**config.mk**
```make
export PLATFORM = sky130hd
export DESIGN_NAME = mdsi_top
export DESIGN_NICKNAME = d
export VERILOG_FILES = /design/src/mdsi_pkg.sv /design/src/mdsi_top.sv
export VERILOG_INCLUDE_DIRS = /design/src
export SDC_FILE = /design/constraint.sdc
export NUM_CORES = 1
export LEC_CHECK = 0
export BUFFER_PORTS_ARGS = -buffer_cell sky130_fd_sc_hd__buf_2
export CORE_AREA = 2 2 108 110
export DETAILED_ROUTE_END_ITERATION = 16
export DIE_AREA = 0 0 110 112
export PLACE_DENSITY = 0.66
export SLEW_MARGIN = 25
export SYNTH_ARGS = -nofsm -noshare
export SYNTH_HDL_FRONTEND = slang
export SYNTH_SLANG_ARGS = --single-unit
```
**constraint.sdc**
```tcl
create_clock -name clk_sys -period 3.79 [get_ports clk_sys]
set_clock_uncertainty 0.1 [all_clocks]
set_input_delay 0 -clock clk_sys [delete_from_list [all_inputs] [get_ports clk_sys]]
set_output_delay 0 -clock clk_sys [all_outputs]
set_load 0.02 [all_outputs]
```
**src/mdsi_cfg.svh**
```systemverilog
`ifndef MDSI_CFG_SVH
`define MDSI_CFG_SVH

// ----------------------------------------------------------------
// Register byte addresses
// ----------------------------------------------------------------
`define MDSI_OFF_TXQP    32'h400b001c
`define MDSI_OFF_RXST    32'h400b0020
`define MDSI_OFF_IRQST   32'h400b0024
`define MDSI_OFF_IRQEN   32'h400b0028
`define MDSI_OFF_IRQDIS  32'h400b002c
`define MDSI_OFF_IRQMSK  32'h400b0030

// ----------------------------------------------------------------
// Field widths and positions
// ----------------------------------------------------------------
`define MDSI_RXST_W      3
`define MDSI_IRQ_W       14
`define MDSI_RX_NODESC   0
`define MDSI_RX_STORED   1
`define MDSI_RX_OVR      2
`define MDSI_I_MGMT      0
`define MDSI_I_RXCMP     1
`define MDSI_I_RX_USED_DESC_READ     2
`define MDSI_I_TX_USED_DESC_READ     3
`define MDSI_I_TX_UNDERRUN      4
`define MDSI_I_RLE       5
`define MDSI_I_TX_BUFFERS_EXHAUSTED     6
`define MDSI_I_TXCMP     7
`define MDSI_I_RX_OVERRUN_IRQ      10
`define MDSI_I_BUSERR    11
`define MDSI_I_PAUSE     12
`define MDSI_I_PTZ       13

// ----------------------------------------------------------------
// Masks and reset values
// ----------------------------------------------------------------
`define MDSI_IRQ_VALID   14'h3cff
`define MDSI_IMR_RESET   14'h3cff
`define MDSI_TXQP_KEEP   32'hfffffffc
`define MDSI_TXQP_RESET  32'h00000000

`endif

```
**src/mdsi_pkg.sv**
```systemverilog
`default_nettype none
`include "mdsi_cfg.svh"

package mdsi_pkg;

   // ----------------------------------------------------------------
   // Event pulses from the MAC datapaths, one cycle each
   // ----------------------------------------------------------------
   typedef struct packed {
      logic mgmt_done;            // Management frame finished
      logic rx_complete;          // Frame stored in memory
      logic rx_used_desc_read;    // Rx descriptor read with used bit
      logic rx_desc_fetch_fail;   // Rx descriptor owned by processor
      logic rx_desc_fetch_ok;     // Rx descriptor fetch succeeded
      logic rx_frame_start;       // New receive frame begins
      logic rx_grant_late;        // Rx bus grant came too late
      logic rx_bus_error;         // Rx bus error response
      logic tx_used_desc_read;    // Tx descriptor read with used bit
      logic tx_fetch_late;        // Tx data not fetched in time
      logic tx_bus_error;         // Tx bus error response
      logic tx_used_mid_frame;    // Used descriptor met mid-frame
      logic retry_limit_hit;      // Retry limit exceeded
      logic tx_buffers_exhausted; // Tx buffers ran out mid-frame
      logic tx_complete;          // Frame transmitted
      logic pause_received;       // Valid pause frame received
      logic pause_expired;        // Pause counter reached zero
      logic tx_frame_load;        // Tx DMA moved to next frame
   } mdsi_evt_t;

   // ----------------------------------------------------------------
   // Whole state of the block
   // ----------------------------------------------------------------
   typedef struct packed {
      logic [31:0]              txqp;     // Tx queue pointer
      logic [`MDSI_RXST_W-1:0]  rxst;     // Receive status flags
      logic [`MDSI_IRQ_W-1:0]   isr;      // Interrupt status flags
      logic [`MDSI_IRQ_W-1:0]   imr;      // Interrupt mask, 1 = masked
      logic [31:0]              rdata;    // Read data
      logic                     irq;      // Interrupt output
      logic                     pend;     // Rx descriptor retry pending
      logic                     refetch;  // Rx descriptor re-read pulse
      logic                     recover;  // Rx buffer recovery pulse
      logic                     restart;  // Tx queue restart pulse
   } mdsi_state_t;

endpackage : mdsi_pkg

`default_nettype wire

```
**src/mdsi_top.sv**
```systemverilog
// Overview of operation
// Tx pointer written by software, reads current frame
// Pointer bits 1:0 kept zero
// Rx status flags cleared by writing one
// No-descriptor flag set on every failed fetch
// Failed fetch re-reads pointer each frame start
// Frame-stored flag set on stored frames
// Overrun flag set, buffer recovered
// Management done interrupt, clear on read
// Receive complete interrupt, clear on read
// Used-bit read interrupts, clear on read
// Tx underrun from four causes, clear on read
// Tx complete, exhausted, retry limit interrupts
// Overrun interrupt follows overrun flag
// Bus error interrupt, clear on read
// Pause received interrupt, clear on read
// Pause time zero interrupt, clear on read
// Enable register unmasks written ones
// Disable register masks written ones
// Mask register reads one when masked
// Zero writes keep mask, unused bits zero
// Interrupt out when unmasked flag set
`timescale 1ns/1ps
`default_nettype none
`include "mdsi_cfg.svh"

module mdsi_top
   import mdsi_pkg::*;
(
   input  wire  logic        clk_sys,         // 50 MHz system clock
   input  wire  logic        rst,             // Synchronous reset
   input  wire  logic [31:0] reg_addr,        // Register byte address
   input  wire  logic [31:0] reg_wdata,       // Write data
   input  wire  logic        reg_wr,          // Write strobe
   input  wire  logic        reg_rd,          // Read strobe
   output       logic [31:0] reg_rdata,       // Read data, cycle after
   input  wire  mdsi_evt_t   evt,             // Datapath event pulses
   input  wire  logic [31:0] tx_frame_ptr,    // Next frame descriptor
   output       logic [31:0] tx_queue_base,   // Pointer to tx DMA
   output       logic        tx_queue_restart,// Pointer rewritten
   output       logic        rx_desc_refetch, // Re-read rx descriptor
   output       logic        rx_buffer_recover,// Recover rx buffer
   output       logic        irq_out          // Interrupt request
);

   // ----------------------------------------------------------------
   // Decode helper
   // ----------------------------------------------------------------
   // True when the address selects the given register
   function automatic logic sel(input logic [31:0] a, input logic [31:0] off);
      sel = (a == off);
   endfunction : sel

   // ----------------------------------------------------------------
   // State
   // ----------------------------------------------------------------
   mdsi_state_t st_q;   // Registered state
   mdsi_state_t st_d;   // Next state

   // Access strobes per register
   logic                  wr_txqp;    // Tx pointer write
   logic                  wr_rxst;    // Rx status write
   logic                  wr_en;      // Enable register write
   logic                  wr_dis;     // Disable register write
   logic                  rd_isr;     // Status read, clears flags
   logic [`MDSI_IRQ_W-1:0] wbits;     // Write data, valid bits only
   logic [`MDSI_RXST_W-1:0] rx_set;   // Rx status set events
   logic [`MDSI_IRQ_W-1:0] irq_set;   // Interrupt set events
   logic                  ovr_evt;    // Rx frame could not be stored

   // ----------------------------------------------------------------
   // Address decode
   // ----------------------------------------------------------------
   assign wr_txqp = reg_wr && sel(reg_addr, `MDSI_OFF_TXQP);
   assign wr_rxst = reg_wr && sel(reg_addr, `MDSI_OFF_RXST);
   assign wr_en   = reg_wr && sel(reg_addr, `MDSI_OFF_IRQEN);
   assign wr_dis  = reg_wr && sel(reg_addr, `MDSI_OFF_IRQDIS);
   assign rd_isr  = reg_rd && sel(reg_addr, `MDSI_OFF_IRQST);
   assign wbits   = reg_wdata[`MDSI_IRQ_W-1:0] & `MDSI_IRQ_VALID;
   assign ovr_evt = evt.rx_grant_late || evt.rx_bus_error;

   // ----------------------------------------------------------------
   // Event collection
   // ----------------------------------------------------------------
   // Map datapath pulses onto flag positions
   always_comb
   begin
      rx_set = '0;
      irq_set = '0;
      rx_set[`MDSI_RX_NODESC] = evt.rx_desc_fetch_fail;
      rx_set[`MDSI_RX_STORED] = evt.rx_complete;
      rx_set[`MDSI_RX_OVR]    = ovr_evt;
      irq_set[`MDSI_I_MGMT]   = evt.mgmt_done;
      irq_set[`MDSI_I_RXCMP]  = evt.rx_complete;
      irq_set[`MDSI_I_RX_USED_DESC_READ]  = evt.rx_used_desc_read;
      irq_set[`MDSI_I_TX_USED_DESC_READ]  = evt.tx_used_desc_read;
      // Any of four underrun causes
      irq_set[`MDSI_I_TX_UNDERRUN]   = evt.tx_fetch_late || evt.tx_bus_error
                              || evt.tx_used_mid_frame || wr_txqp;
      irq_set[`MDSI_I_RLE]    = evt.retry_limit_hit;
      irq_set[`MDSI_I_TX_BUFFERS_EXHAUSTED]  = evt.tx_buffers_exhausted;
      irq_set[`MDSI_I_TXCMP]  = evt.tx_complete;
      irq_set[`MDSI_I_RX_OVERRUN_IRQ]   = ovr_evt;
      // Bus error seen by either DMA direction
      irq_set[`MDSI_I_BUSERR] = evt.rx_bus_error || evt.tx_bus_error;
      irq_set[`MDSI_I_PAUSE]  = evt.pause_received;
      irq_set[`MDSI_I_PTZ]    = evt.pause_expired;
   end

   // ----------------------------------------------------------------
   // Next state
   // ----------------------------------------------------------------
   always_comb
   begin
      st_d = st_q;
      st_d.refetch = 1'b0;
      st_d.restart = 1'b0;
      st_d.recover = ovr_evt;

      // Tx pointer: software write wins over DMA advance
      if (wr_txqp)
      begin
         st_d.txqp = reg_wdata & `MDSI_TXQP_KEEP;
         st_d.restart = 1'b1;
      end
      else if (evt.tx_frame_load)
      begin
         st_d.txqp = tx_frame_ptr & `MDSI_TXQP_KEEP;
      end

      // Rx status: write one clears, set wins over clear
      if (wr_rxst)
      begin
         st_d.rxst = st_q.rxst & ~reg_wdata[`MDSI_RXST_W-1:0];
      end
      st_d.rxst = st_d.rxst | rx_set;

      // Descriptor retry: re-read on each new frame
      if (evt.rx_desc_fetch_ok)
      begin
         st_d.pend = 1'b0;
      end
      else if (evt.rx_desc_fetch_fail)
      begin
         st_d.pend = 1'b1;
      end
      if (st_q.pend && evt.rx_frame_start)
      begin
         st_d.refetch = 1'b1;
      end

      // Interrupt status: clear on read, set wins
      if (rd_isr)
      begin
         st_d.isr = '0;
      end
      st_d.isr = st_d.isr | irq_set;

      // Mask: enable clears, disable sets
      if (wr_en)
      begin
         st_d.imr = st_d.imr & ~wbits;
      end
      if (wr_dis)
      begin
         st_d.imr = st_d.imr | wbits;
      end
      st_d.imr = st_d.imr & `MDSI_IRQ_VALID;

      // Read data for the cycle after the strobe
      st_d.rdata = '0;
      if (reg_rd)
      begin
         unique case (reg_addr)
            `MDSI_OFF_TXQP:   st_d.rdata = st_q.txqp;
            `MDSI_OFF_RXST:   st_d.rdata = {29'h0, st_q.rxst};
            `MDSI_OFF_IRQST:  st_d.rdata = {18'h0, st_q.isr};
            `MDSI_OFF_IRQMSK: st_d.rdata = {18'h0, st_q.imr};
            default:          st_d.rdata = '0;            // Unmapped, write-only
         endcase
      end

      // Interrupt line from next flags and mask
      st_d.irq = |(st_d.isr & ~st_d.imr);
   end

   // ----------------------------------------------------------------
   // State register
   // ----------------------------------------------------------------
   always_ff @(posedge clk_sys)
   begin
      if (rst)
      begin
         st_q      <= '0;
         st_q.txqp <= `MDSI_TXQP_RESET;
         st_q.imr  <= `MDSI_IMR_RESET;
      end
      else
      begin
         st_q <= st_d;
      end
   end

   // ----------------------------------------------------------------
   // Outputs
   // ----------------------------------------------------------------
   assign reg_rdata         = st_q.rdata;
   assign tx_queue_base     = st_q.txqp;
   assign tx_queue_restart  = st_q.restart;
   assign rx_desc_refetch   = st_q.refetch;
   assign rx_buffer_recover = st_q.recover;
   assign irq_out           = st_q.irq;
endmodule : mdsi_top

`default_nettype wire

```
==> results of run 1 <==
## report_power, final
group,total [mW],internal (mW),leakage [nW],switching [mW]
combinational,0.283,0.157,1.96,0.126
sequential,1.06,1.04,0.785,0.0218
clock,1.10,0.707,0.171,0.389
total,2.44,1.90,2.92,0.537
## layer usage
| metal | share of wire, % | global-route usage (%) |
|---|---|---|
| met5 | 0 | 0 |
| met4 | 2.3 | 8.354 |
| met3 | 5.7 | 3.981 |
| met2 | 49 | 34.15 |
| met1 | 43 | 24.26 |
## sequential cells by signal, summed over array words and instances, names as in the netlist
name               count
reg_rdata             32
rx_desc_refetch        1
rx_buffer_recover      1
st_q                  30
tx_queue_restart       1
tx_queue_base         30
irq_out                1
## cell type report
class / count / area [µm²]
fill: 1008 / 5052
sequential: 96 / 1922
multi-input combinational: 265 / 1852
timing repair buffer: 271 / 1797
clock buffer: 9 / 225.2
tap: 143 / 178.9
clock inverter: 6 / 132.6
inverter: 4 / 15.01
## placed cells by master, fill, tap and decap left out, types with 2 or more instances in the layout
cell	Yosys	routed
dfxtp_1	96	96
and4_1	3	3
nand2b_1	3	3
nor3_1	3	3
mux2_2	5	5
buf_4	64	4
mux2i_1	40	40
nor4_4	4	4
clkbuf_16	0	9
inv_1	4	4
o21ai_0	2	2
a22oi_1	8	8
nor2_1	55	55
a211oi_1	30	30
conb_1	1	2
a211o_1	2	2
bufinv_16	0	4
dlygate4sd3_1	0	86
nand2_1	22	22
nand4_1	3	3
a21oi_1	7	7
and2_1	27	27
and3_1	5	5
a222oi_1	9	9
a21o_1	5	5
buf_2	2	181
nor4_2	2	2
nand3_1	12	12
and4b_1	2	2
## repair_timing
item,in CTS,in global routing
setup buffers,0,0
hold endpoints to repair,64,0
hold buffers,86,0
## final timing paths
check | from | slack, ns | end | cells after the start
max reg2reg | tx_queue_base[11] | 2.28 | tx_queue_base[11] | 3
min | reg_addr[4] | 0.08 | reg_rdata[0] | 4
max | reg_addr[13] | 1.49 | st_q[62] | 7
min reg2reg | st_q[67] | 0.37 | st_q[67] | 2
## cells in the mapped netlist, drive strengths merged
| master | number | area (µm²) |
|---|---|---|
| dfxtp | 96 | 1922 |
| buf | 70 | 513.0 |
| nor2 | 55 | 206.5 |
| mux2i | 40 | 400.4 |
| a211oi | 30 | 225.2 |
| and2 | 27 | 168.9 |
| clkbuf | 24 | 90.09 |
| nand2 | 22 | 82.58 |
| nand3 | 12 | 60.06 |
| a222oi | 9 | 90.09 |
| a21oi | 8 | 43.79 |
| a22oi | 8 | 60.06 |
| nor4 | 6 | 110.1 |
| a21o | 5 | 37.54 |
| and3 | 5 | 31.28 |
| mux2 | 5 | 56.30 |
| inv | 4 | 15.01 |
| nand4 | 4 | 31.28 |
| and4 | 3 | 26.28 |
| nand2b | 3 | 18.77 |
| nor3 | 3 | 15.01 |
| a211o | 2 | 17.52 |
| and4b | 2 | 20.02 |
| nor4b | 2 | 38.78 |
| o21ai | 2 | 10.01 |
| or3 | 2 | 12.51 |
| a221oi | 1 | 15.01 |
| a41oi | 1 | 8.760 |
| and4bb | 1 | 12.51 |
| conb | 1 | 3.750 |
| nor2b | 1 | 6.260 |
| nor3b | 1 | 12.51 |
| o22ai | 1 | 6.260 |
| o311ai | 1 | 8.760 |
| or2 | 1 | 6.260 |
## tightest hold or removal path: stages
cell	delay (ns)
buf_2	0.14
nor3b_2	0.11
a22oi_1	0.17
nor2_1	0.06
## stage by stage
step	std cells	utilization, %	area (µm²)
detailed placement	693	43.85	4900
floorplan	459	-	4387
finish	794	54.79	6122
global placement	693	43.85	4900
CTS	794	54.75	6118
global route	794	54.79	6122
## cell families after synthesis
| kind of cell | synth area share [%] |
|---|---|
| and+or+nand+nor | 19.61 |
| buffers and inverters | 14.10 |
| DFF | 43.85 |
| AOI/OAI and AO/OA | 11.93 |
| muxes | 10.42 |
| other | 0.08556 |
==> impl_metrics.toml, run 1 <==
[placement]
post-place-ws_ns = 1.301
dpl.hpwl_um = 8092
portBuffers = 181
place.gp.congestion = 0.8333

[yosys]
seq_area_frac_synth_pct = 43.85
syn_area_per_cell_um2 = 9.570
netlist_area_mm2 = 0.004383
yosys_warnings = 0
yosysUniqueCellTypes = 42
syn_inst = 458
ys_seq_elements = 96

[route]
vias = 3893
drt_iter0_drc = 300
drt_pre_antenna_iters = 4
ant_nets = 0
routed_wl_um = 12220
wl_per_cell_um = 15.39
drcViolationCount = 0
viasPerCell = 4.903

[clock_network]
clkTransAtPathRegs_ns = 0.07
post_cts_resized = 0
cts-buffers-inserted = 9
clockRootBuffer = "clkbuf_16"
tritoncts = "built"
clockBufferDepth = 2
clk_latency_ns = 0.34
h-tree-depth = 3
numClockSinks = 96

[hold_path]
hold_class = "input port to flop"

[floorplanning]
fp.dieH_um = 112
fp.dieW_um = 110
coreArea_mm2 = 0.01117
pin_count = 186
dieArea_mm2 = 0.01232
rows = 39
initial_core_util_pct = 39.22

[timing]
slew_headroom_pct = 35.16
fmax_mhz = 435.0
fin_tns_setup_ns = 0
fin_hold_ws_ns = 0.07977
slew_violations = 0
finalHoldViolCount = 0
fin_ws_ns = 1.491
worst_pin_slew_ns = 0.9726
period_share_pct = 60.65
rsz0062_at_grt = "false"
final.min_clock_period_ns = 2.299
setup_viol_count_final = 0

[global_routing]
antenna_found_initial = 0
grt_pass1_wl_um = 19030
grt_pass1_vias = 3936
grt_max_degree = 62
grt-ovfl-total = 0
grt.total_usage_pct = 20.05

[cells_and_area]
syn_to_final_growth_pct = 39.68
antenna_cells = 0
nets = 765
drive_gt1_share_pct = 33.64

[critical_path]
crit_path_top_delay_cell = "or3_1"
critPathKind = "input port to flop"
required_ns = 3.93
critical_path.top_delay_family = "simple AND/OR/NAND/NOR gates"
arrival_ns = 2.44
path_buf_inv = 2
path_max_fanout = 15
cp_cell_sequence = "buf_2 > nor4b_2 > nand4_2 > or3_1 > a211o_1 > dlygate4sd3_1 > and2_1"
worst_setup_path_end_kind = "flop"
cpPeakStageDelay_ns = 0.68
start_kind = "input port"

[power]
powerDensity_mw_per_mm2 = 398.7
p_leak_nw = 2.916
power_mw = 2.441
peakVddDrop_mv = 0.2442

[run]
cap_viol_max_count = 0

[run_status]
status = "finished clean"
No activity file was read; power rests on OpenSTA's default activity.
==> run 2: changes to the inputs <==
Settings changed: PLACE_DENSITY 0.66 to 0.69.
Clock period 3.79 ns to 2 ns, I/O delays scaled along.
==> impl_metrics.toml, run 2 (synthesis gave the netlist of run 1 again) <==
[clock_network]
numClockSinks = 96
clkTransAtPathRegs_ns = 0.07
cts-buffers-inserted = 9
clockRootBuffer = "clkbuf_16"
h-tree-depth = 3
clockBufferDepth = 2
tritoncts = "built"
clk_latency_ns = 0.34

[timing]
worst_pin_slew_ns = 0.5094
period_share_pct = 95.50
slew_violations = 0
fmax_mhz = 523.6
final.min_clock_period_ns = 1.910
fin_tns_setup_ns = 0
slew_headroom_pct = 66.04
fin_hold_ws_ns = 0.03577
setup_viol_count_final = 0
finalHoldViolCount = 0
fin_ws_ns = 0.09002

[cells_and_area]
layout_commonest_cell = "buf_2"
final_util_pct = 55.42
instances_no_fill = 809
antenna_cells = 0
post-route-cell-area_mm2 = 0.006193
drive_gt1_share_pct = 35.44
nets = 780
largest_reg_flops = 32
layout_common_cells = "buf_2, dfxtp_1, dlygate4sd3_1, nor2_1, mux2i_1"
syn_to_final_growth_pct = 41.31

[floorplanning]
fp.dieW_um = 110
pin_count = 186
initial_core_util_pct = 39.22
rows = 39
dieArea_mm2 = 0.01232
fp.dieH_um = 112
coreArea_mm2 = 0.01117

[route]
wl_per_cell_um = 16.08
drt_pre_antenna_iters = 6
ant_nets = 0
vias = 4019
drcViolationCount = 0
drt_iter0_drc = 335
viasPerCell = 4.968
routed_wl_um = 13010

[placement]
place.gp.congestion = 0.8513
dpl.hpwl_um = 8793
portBuffers = 181
place_inst = 710
postPlaceCellArea_mm2 = 0.005077
post-place-ws_ns = -0.2211

[global_routing]
grt_pass1_vias = 4147
grt-ovfl-total = 0
antenna_found_initial = 0
grt.total_usage_pct = 21.03
grt_pass1_wl_um = 19980
grt_max_degree = 61

[hold_path]
hold_class = "input port to flop"
hold_path_startpoint = "rst"
min_path_cells = 4
worstHoldEndpoint = "st_q[50]"

[critical_path]
critPathKind = "input port to flop"
start_kind = "input port"
r2r_setup_slack_ns = 0.71
startpoint = "reg_rd"
reg2reg_from = "st_q[61]"
r2r_cells = 4
r2r_end = "irq_out"
path_max_fanout = 15
worst_setup_path_end_kind = "flop"
arrival_ns = 2.01
required_ns = 2.10

[power]
p_leak_nw = 2.916
powerDensity_mw_per_mm2 = 663.7
peakVddDrop_mv = 0.3588
power_mw = 4.110

[run_status]
status = "finished clean"

[run]
cap_viol_max_count = 0
run 2: cell count changes in the layout (fill, tap and decap cells not counted), sizes merged:
cell | before | now
bufinv | 4 | 0
clkbuf | 9 | 10
dlygate4sd3 | 86 | 84
clkinv | 1 | 2
buf | 185 | 202
clkinvlp | 1 | 2
inv | 4 | 5
run 2: where the power goes:
group          total (mW)  switching, mW  internal, mW
Clock                1.55          0.712         0.836
Combinational       0.548          0.248         0.300
Sequential           2.01         0.0423          1.97
run 2: what timing repair did:
| action | CTS | global route |
|---|---|---|
| setup endpoints to repair | 0 | 1 |
| setup buffers | 0 | 1 |
| hold buffers | 84 | 0 |
| gates resized for setup | 0 | 3 |
| hold endpoints to repair | 62 | 0 |
run 2: cell type report:
cell class / instances / area, µm²
fill: 991 / 4981
timing repair buffer: 286 / 1964
sequential: 96 / 1922
multi-input combinational: 265 / 1851
clock buffer: 10 / 229.0
tap: 143 / 178.9
clock inverter: 5 / 33.78
inverter: 4 / 15.01
run 2: per-layer routing:
layer  GRT usage, %  routed length [µm]  vias to the layer above
li1               -                   -                     1946
met1          23.46                5312                     1896
met2          38.00                6521                      154
met3          5.269                 914                       23
met4          7.342                 259                        0
met5              0                   0                        -
run 2: critical path, cell delays in order:
cell	delay (ns)
dlygate4sd3_1	0.52
buf_2	0.15
nand3_1	0.07
or3_1	0.32
buf_6	0.17
a211o_1	0.31
a22oi_1	0.16
and4_1	0.20
a41oi_1	0.09
run 2: how the worst max path moves through the flow:
| stage | slack [ns] | endpoint |
|---|---|---|
| floorplan | 0.07 | irq_out |
| global placement | -0.12 | irq_out |
| detailed placement | -0.22 | irq_out |
| CTS | 0.06 | irq_out |
| global route | -0.004 | irq_out |
| finish | 0.09 | irq_out |
